===== src/rtl/ufi_pkg.sv =====
// shared constants and carrier types for the usb function interrupt block
package ufi_pkg;
   // ********************
   // sizes and bit positions
   // ********************
   localparam int NUM_EP = 7;
   localparam int NUM_SRC = 11;
   localparam logic [2:0] EP_LAST = 3'h6;
   localparam logic [2:0] EP_CTRL = 3'h0;
   localparam int IB_SOF = 7;
   localparam int IB_WAKE = 8;
   localparam int IB_RSM = 9;
   localparam int IB_SUSPEND_EVENT = 10;
   localparam logic [10:0] FW_CLEAR_MASK = 11'h300;
   localparam logic [10:0] ACK_CLEAR_MASK = 11'h0FF;
   localparam logic [10:0] EP_MASK = 11'h07F;
   localparam logic [1:0] PRIO_NONE = 2'h0;
   localparam logic [1:0] PRIO_EP = 2'h1;
   localparam logic [1:0] PRIO_SOF = 2'h2;

   // ********************
   // register map, byte addresses
   // ********************
   localparam logic [7:0] ADDR_STATUS = 8'h00;
   localparam logic [7:0] ADDR_ENABLE = 8'h04;
   localparam logic [7:0] ADDR_ACK = 8'h08;
   localparam logic [7:0] ADDR_PRIO = 8'h0C;
   localparam logic [7:0] ADDR_TOKEN = 8'h10;
   localparam logic [7:0] ADDR_CSR0 = 8'h20;
   localparam logic [7:0] ADDR_CSR_LAST = 8'h38;
   localparam logic [10:0] RESET_ENABLE = 11'h000;

   // ********************
   // carrier types
   // ********************
   typedef enum logic [1:0] {TOK_NONE, TOK_OUT, TOK_IN, TOK_SETUP} ufi_tok_type;

   // bit 7 down to bit 0 as seen in an endpoint csr word
   typedef struct packed {
      logic toggle;
      logic pingpong;
      logic enable;
      logic dir_in;
      logic tx_done;
      logic tx_ready;
      logic rx_setup;
      logic rx_out;
   } ufi_csr_type;

   typedef struct packed {
      logic token_valid;
      ufi_tok_type token;
      logic [2:0] ep;
      logic data_ok;
      logic in_ack;
      logic in_lost;
      logic sof;
      logic suspend_det;
      logic activity;
      logic resume_det;
      logic wakeup_req;
   } ufi_sie_type;

   typedef struct packed {
      logic ack;
      logic nak;
      logic send;
      logic pid1;
   } ufi_hs_type;

   typedef struct packed {
      logic psel;
      logic penable;
      logic pwrite;
      logic [7:0] paddr;
      logic [31:0] pwdata;
   } ufi_apb_req_type;

   typedef struct packed {
      logic [31:0] prdata;
      logic pready;
      logic pslverr;
   } ufi_apb_rsp_type;

   typedef struct packed {
      ufi_csr_type [NUM_EP-1:0] csr;
      logic [NUM_SRC-1:0] pend;
      logic [NUM_SRC-1:0] enab;
      logic [2:0] tok_ep;
      ufi_tok_type tok_kind;
      logic irq;
      logic [1:0] level;
      ufi_hs_type hs;
      ufi_apb_rsp_type rsp;
   } ufi_state_type;
endpackage


===== src/rtl/ufi_irq_ctrl.sv =====
// usb function interrupt aggregation, endpoint flags and apb register file
//
// How it works
// - all usb sources merge into one interrupt output to the processor
// - each source gated by its own enable bit; disabled sources never interrupt
// - remote wake-up and resume bits stay set until firmware clears them
// - suspend bit clears itself when bus activity returns
// - other bits clear only by writing one to the acknowledge register
// - each source owns one status and enable bit; only endpoint and frame sources (bits 0 to 7) have an acknowledge bit
// - out endpoint interrupts after a valid out packet lands in buffer
// - in endpoint interrupts after in token, data sent and host ack
// - every valid start-of-frame raises the frame interrupt
// - a remote wake-up request raises the wake-up interrupt
// - detected resume signalling raises the resume interrupt for firmware
// - detected bus suspend raises the suspend interrupt for firmware
// - frame interrupt has level 2; all seven endpoints share level 1
// - data endpoints interrupt on out flag rising or in-ready falling
// - control endpoint also interrupts on setup rising or in-done rising
// - a disabled endpoint stays in receive mode until reconfigured
// - valid tokens are reported and following data goes to the buffer
// - one packet per endpoint at a time; busy buffers refuse out tokens, but an enabled control endpoint accepts every setup
// - unacknowledged data is resent and data pid toggles on success
// - serial engine checks crc, stuffing, nrzi, address and token type
`timescale 1ns/1ps
module ufi_irq_ctrl
(
   input wire logic ref_clk,
   input wire logic reset,
   input wire ufi_pkg::ufi_apb_req_type apb_req,
   output ufi_pkg::ufi_apb_rsp_type apb_rsp,
   input wire ufi_pkg::ufi_sie_type sie_ev,
   output ufi_pkg::ufi_hs_type hs,
   output logic irq,
   output logic [1:0] irq_level
);
   import ufi_pkg::*;

   // ********************
   // decode helpers
   // ********************
   function automatic logic is_csr(input logic [7:0] a);
      return (a >= ADDR_CSR0) && (a <= ADDR_CSR_LAST) && (a[1:0] == 2'h0);
   endfunction

   function automatic logic [2:0] csr_idx(input logic [7:0] a);
      logic [7:0] off;
      off = a - ADDR_CSR0;
      return off[4:2];
   endfunction

   // a receive buffer may take a packet only when enabled, out-facing and empty
   function automatic logic rx_free(input ufi_csr_type c);
      return c.enable && !c.dir_in && !c.rx_out && !c.rx_setup;
   endfunction

   ufi_state_type st_q;
   ufi_state_type st_d;

   logic wr_access;
   logic ep_ok;
   assign wr_access = apb_req.psel && apb_req.penable && apb_req.pwrite && st_q.rsp.pready;
   assign ep_ok = sie_ev.ep <= EP_LAST;

   // ********************
   // next state
   // ********************
   always_comb
   begin
      ufi_csr_type [NUM_EP-1:0] old;
      ufi_csr_type w;
      logic [NUM_SRC-1:0] set_v;
      logic [NUM_SRC-1:0] clr_v;
      logic [7:0] a;
      old = st_q.csr;
      w = ufi_csr_type'(apb_req.pwdata[7:0]);
      set_v = '0;
      clr_v = '0;
      a = apb_req.paddr;
      st_d = st_q;
      st_d.hs = '0;

      // register writes go first so a same-cycle hardware event wins
      if (wr_access)
      begin
         if (a == ADDR_ENABLE)
         begin
            st_d.enab = apb_req.pwdata[NUM_SRC-1:0];
         end
         if (a == ADDR_ACK)
         begin
            clr_v = clr_v | (apb_req.pwdata[NUM_SRC-1:0] & ACK_CLEAR_MASK);
         end
         if (a == ADDR_STATUS)
         begin
            clr_v = clr_v | (apb_req.pwdata[NUM_SRC-1:0] & FW_CLEAR_MASK);
         end
         if (is_csr(a))
         begin
            // firmware enables, sets direction and ping-pong here
            st_d.csr[csr_idx(a)].enable = w.enable;
            st_d.csr[csr_idx(a)].dir_in = w.dir_in && w.enable;
            st_d.csr[csr_idx(a)].pingpong = w.pingpong;
            if (w.rx_out)
            begin
               st_d.csr[csr_idx(a)].rx_out = 1'b0;
            end
            if (w.rx_setup)
            begin
               st_d.csr[csr_idx(a)].rx_setup = 1'b0;
            end
            if (w.tx_done)
            begin
               st_d.csr[csr_idx(a)].tx_done = 1'b0;
            end
            if (w.tx_ready)
            begin
               st_d.csr[csr_idx(a)].tx_ready = 1'b1;
            end
         end
      end

      // token handshake; engine only forwards tokens already checked
      if (sie_ev.token_valid && ep_ok)
      begin
         st_d.tok_ep = sie_ev.ep;
         st_d.tok_kind = sie_ev.token;
         unique case (sie_ev.token)
            TOK_OUT:
            begin
               st_d.hs.ack = rx_free(st_q.csr[sie_ev.ep]);
               st_d.hs.nak = !rx_free(st_q.csr[sie_ev.ep]);
            end
            TOK_IN:
            begin
               // an unacked packet keeps tx_ready, so the next in resends it
               st_d.hs.send = st_q.csr[sie_ev.ep].enable && st_q.csr[sie_ev.ep].dir_in
                  && st_q.csr[sie_ev.ep].tx_ready;
               st_d.hs.nak = !st_d.hs.send;
               st_d.hs.pid1 = st_q.csr[sie_ev.ep].toggle;
            end
            TOK_SETUP:
            begin
               st_d.hs.ack = (sie_ev.ep == EP_CTRL) && st_q.csr[EP_CTRL].enable;
            end
            TOK_NONE:
            begin
            end
         endcase
      end

      // data packet stored; a setup accepted on the enabled control endpoint restarts the toggle at data1
      if (sie_ev.data_ok && ep_ok)
      begin
         if (sie_ev.token == TOK_SETUP && sie_ev.ep == EP_CTRL && st_q.csr[EP_CTRL].enable)
         begin
            st_d.csr[EP_CTRL].rx_setup = 1'b1;
            st_d.csr[EP_CTRL].toggle = 1'b1;
         end
         else if (sie_ev.token == TOK_OUT && rx_free(st_q.csr[sie_ev.ep]))
         begin
            st_d.csr[sie_ev.ep].rx_out = 1'b1;
            st_d.csr[sie_ev.ep].toggle = !st_q.csr[sie_ev.ep].toggle;
         end
      end

      // host acknowledged in data: buffer is writable again
      if (sie_ev.in_ack && ep_ok && st_q.csr[sie_ev.ep].tx_ready)
      begin
         st_d.csr[sie_ev.ep].tx_ready = 1'b0;
         st_d.csr[sie_ev.ep].toggle = !st_q.csr[sie_ev.ep].toggle;
         if (sie_ev.ep == EP_CTRL)
         begin
            st_d.csr[EP_CTRL].tx_done = 1'b1;
         end
      end

      // endpoint flag edges become interrupt events
      for (int i = 0; i < NUM_EP; i++)
      begin
         set_v[i] = (!old[i].rx_out && st_d.csr[i].rx_out)
            || (old[i].tx_ready && !st_d.csr[i].tx_ready);
         if (i == 0)
         begin
            set_v[i] = set_v[i] || (!old[i].rx_setup && st_d.csr[i].rx_setup)
               || (!old[i].tx_done && st_d.csr[i].tx_done);
         end
      end
      set_v[IB_SOF] = sie_ev.sof;
      set_v[IB_WAKE] = sie_ev.wakeup_req;
      set_v[IB_RSM] = sie_ev.resume_det;
      set_v[IB_SUSPEND_EVENT] = sie_ev.suspend_det;
      if (sie_ev.activity)
      begin
         clr_v[IB_SUSPEND_EVENT] = 1'b1;
      end
      st_d.pend = (st_q.pend & ~clr_v) | set_v;

      st_d.irq = |(st_d.pend & st_d.enab);
      if (st_d.pend[IB_SOF] && st_d.enab[IB_SOF])
      begin
         st_d.level = PRIO_SOF;
      end
      else if (|(st_d.pend & st_d.enab & EP_MASK))
      begin
         st_d.level = PRIO_EP;
      end
      else
      begin
         st_d.level = PRIO_NONE;
      end

      // ********************
      // apb read side, data captured in the setup cycle
      // ********************
      // one wait-free access: pready rises the cycle after setup
      st_d.rsp = '0;
      if (apb_req.psel && !apb_req.penable)
      begin
         st_d.rsp.pready = 1'b1;
         if (is_csr(a))
         begin
            st_d.rsp.prdata = {24'h000000, st_q.csr[csr_idx(a)]};
         end
         else
         begin
            unique case (a)
               ADDR_STATUS: st_d.rsp.prdata = {21'h00000, st_q.pend};
               ADDR_ENABLE: st_d.rsp.prdata = {21'h00000, st_q.enab};
               ADDR_ACK: st_d.rsp.prdata = 32'h00000000;
               ADDR_PRIO: st_d.rsp.prdata = {30'h0000000, st_q.level};
               ADDR_TOKEN: st_d.rsp.prdata = {27'h000000, st_q.tok_kind, st_q.tok_ep};
               default: st_d.rsp.pslverr = 1'b1;
            endcase
         end
      end
   end

   always_ff @(posedge ref_clk or posedge reset)
   begin
      if (reset)
      begin
         st_q <= '0;
      end
      else
      begin
         st_q <= st_d;
      end
   end

   assign apb_rsp = st_q.rsp;
   assign hs = st_q.hs;
   assign irq = st_q.irq;
   assign irq_level = st_q.level;

   logic ack_sof_wr;
   logic fw_wake_wr;
   assign ack_sof_wr = wr_access && apb_req.paddr == ADDR_ACK && apb_req.pwdata[IB_SOF];
   assign fw_wake_wr = wr_access && apb_req.paddr == ADDR_STATUS && apb_req.pwdata[IB_WAKE];
endmodule // ufi_irq_ctrl


===== config.mk =====
export PLATFORM = sky130hd
export DESIGN_NAME = ufi_irq_ctrl
export DESIGN_NICKNAME = d
export VERILOG_FILES = /design/src/rtl/ufi_pkg.sv /design/src/rtl/ufi_irq_ctrl.sv
export SDC_FILE = /design/constraint.sdc
export NUM_CORES = 1
export LEC_CHECK = 0
export BUFFER_PORTS_ARGS = -buffer_cell sky130_fd_sc_hd__buf_2
export CAP_MARGIN = 15
export CORE_MARGIN = 3
export CORE_UTILIZATION = 23
export DETAILED_ROUTE_END_ITERATION = 16
export GPL_ROUTABILITY_DRIVEN = 0
export PLACE_DENSITY = 0.47
export SYNTH_ARGS = -nofsm -noshare
export SYNTH_HDL_FRONTEND = slang
export SYNTH_SLANG_ARGS = --single-unit

===== constraint.sdc =====
create_clock -name ref_clk -period 4 [get_ports ref_clk]
set_clock_uncertainty 0.15 [all_clocks]
set_input_delay 0.8 -clock ref_clk [delete_from_list [all_inputs] [get_ports ref_clk]]
set_output_delay 0.8 -clock ref_clk [all_outputs]
set_load 0.02 [all_outputs]

==> impl_metrics.csv <==
group,metric,value,unit
yosys,synthArstFlopShare,1.00,
cells_and_area,syn2layout_area_growth,13.4,%
worst_hold_path,hold_depth,1,
yosys,syn_avg_cell_area,10.5,um2
clocking,cts_tree,"yes",
floorplanning,ioPinCount,100,
clocking,cts_max_path_buffers,2,
drt,num_vias,4157,
power,pwr_density_cell,362,nW/um2
power,cellLeakagePower,0.00288,uW
worst_hold_path,hp-class,"flip-flop to flip-flop",
floorplanning,start_util,0.237,
critical_path,cp.required,4.07,ns
drt,wl_per_cell,18.9,um
placed_design,dp_cells,878,
yosys,synth_edf_count,0,
critical_path,cp_max_fo,14,
timing,post-route-period-util,0.761,
critical_path,cp-end-kind,"flip-flop",
yosys,synth_area,5650,um2
grt,grt_util_all_layers,0.133,
floorplanning,num_rows,56,
clocking,cts_resized,0,
cells_and_area,fillers,2560,
drt,dr.pass1.iters,4,
placed_design,placed_area,6080,um2
timing,tightest_slew,0.759,ns
clocking,htree_levels,3,
power,peakVddDrop,0.210,mV
grt,grt_max_degree,58,
floorplanning,die-width,163,um
critical_path,critPathKind,"input port to flip-flop",
outcome,outcome,"completed",
clocking,cts_num_sinks,103,
grt,grt_pass1_vias,4330,
cells_and_area,fin_cells,894,
clocking,cts_buffers,9,
timing,hold_slack,0.354,ns
yosys,ys_seq_elements,103,
yosys,synth_ff_type,"dfrtp_1",
timing,layout_min_cycle_time,3.04,ns
clocking,cts_hold_buf,0,
critical_path,crit_arrival,3.11,ns
grt,grt_overflow,0,
cells_and_area,post-route-util,0.269,
timing,setup_violations,0,
drt,routed_wl,16900,um
yosys,synth.distinct_cells,62,
clocking,cts-root-buf,"clkbuf_16",
timing,slew_violations,0,
floorplanning,die_h,163,um
clocking,post_cts_buffers,0,
cells_and_area,design_area,6400,um2
grt,grt_pass1_wl,26400,um
timing,slew_headroom,0.491,
cells_and_area,antenna_cells,0,
drt,vias_per_cell,4.65,
cells_and_area,final_common_cell,"dfrtp_1",
timing,finalSetupTns,0,ns
grt,antenna_found_initial,1,
yosys,synthCells,536,
floorplanning,coreArea,23800,um2
flow_run,maxCapViolations,0,
yosys,yosysWarnings,0,
drt,ant_nets,0,
placed_design,portBuffers,56,
clocking,clkSlewWorstSetupHoldPaths,0.07,ns
timing,rsz0062_at_grt,"no",
timing,max_freq,329,MHz
drt,drtIter0Drc,267,
cells_and_area,layout-drive-gt1-share,0.247,
floorplanning,die_area,26500,um2
cells_and_area,nets,632,
timing,hold_viol,0,
drt,drc,0,
critical_path,start_kind,"input port",
clocking,insertion_delay,0.36,ns
placed_design,dp_hpwl,12300,um
cells_and_area,most-common-layout-cells,"dfrtp_1 (103), buf_2 (56), nor2_1 (54)",
yosys,yosysSeqAreaShare,0.457,
critical_path,worstRegToRegCells,6,
==> metrics by stage <==
step,power [uW],setup WS (ns)
final,2310,0.956
after floorplan,1290,0.346
after detailed placement,1360,0.516
after CTS,2340,0.930
after global routing,2420,0.759
after global placement,1360,0.573
==> logic make-up (layout without fill, tap and decap cells) <==
group | Yosys count | count (layout) | synth area share
and+or+nand+nor | 153 | 153 | 0.148
AOI/OAI and AO/OA | 123 | 123 | 0.150
DFF | 103 | 103 | 0.457
buffers and inverters | 89 | 108 | 0.0933
muxes | 63 | 63 | 0.143
adders and majority gates | 4 | 4 | 0.00842
other | 1 | 21 | 0.000664
==> cell usage after synthesis, drive strengths merged, types with 7 or more instances <==
| cell type | count | area, um2 |
|---|---|---|
| nor3 | 12 | 75.1 |
| o21ai | 15 | 75.1 |
| dfrtp | 103 | 2580 |
| buf | 53 | 377 |
| nand3 | 10 | 50.1 |
| mux2i | 20 | 200 |
| a22o | 8 | 70.1 |
| nand4 | 11 | 75.1 |
| inv | 22 | 82.6 |
| a21oi | 38 | 190 |
| mux4 | 11 | 248 |
| a21boi | 14 | 105 |
| o22ai | 7 | 50.1 |
| nor2 | 54 | 203 |
| nand2 | 26 | 97.6 |
| clkbuf | 13 | 58.8 |
| mux2 | 32 | 360 |
==> per-layer routing <==
layer	GRT usage	wire length, um	vias up
li1	-	-	1959
met1	0.176	7800	2089
met2	0.217	8090	98
met3	0.0364	874	9
met4	0.0304	163	2
met5	0	13	-
==> final cells by class <==
| cell class | count | area, um2 | area share |
|---|---|---|---|
| clock buffer | 13 | 260 | 0.0407 |
| clock inverter | 3 | 65.1 | 0.0102 |
| inverter | 22 | 85.1 | 0.0133 |
| multi-input combinational | 364 | 2620 | 0.409 |
| sequential | 103 | 2580 | 0.403 |
| tap | 319 | 399 | 0.0624 |
| timing repair buffer | 70 | 398 | 0.0622 |
==> worst paths after layout <==
kind | startpoint | to | slack (ns)
setup / recovery | apb_req[34] | irq$_DFF_PP0_ | 0.96
hold / removal | flip-flop | flip-flop | 0.35
setup reg to reg | flip-flop | st_q[91]$_DFF_PP0_ | 1.40
hold reg to reg | flip-flop | flip-flop | 0.35
max in group asynchronous | reset | async pin | 2.59
min in group asynchronous | reset | st_q[59]$_DFF_PP0_ | 0.37
==> critical path, cell delays in order <==
cell     delay [ns]
buf_2          0.26
or3b_2         0.55
nor4_4         0.14
buf_4          0.26
mux2i_1        0.35
o22ai_1        0.13
nor4_1         0.48
nand4_1        0.13
==> report_power, final <==
group | internal, uW | switching, uW | leakage, uW | total (uW)
logic | 77.5 | 163 | 0.00133 | 241
registers | 1070 | 26.3 | 0.00139 | 1100
clock network | 583 | 392 | 0.000160 | 975
total | 1730 | 582 | 0.00288 | 2310
Note: power is estimated with default switching activity, not from simulation.
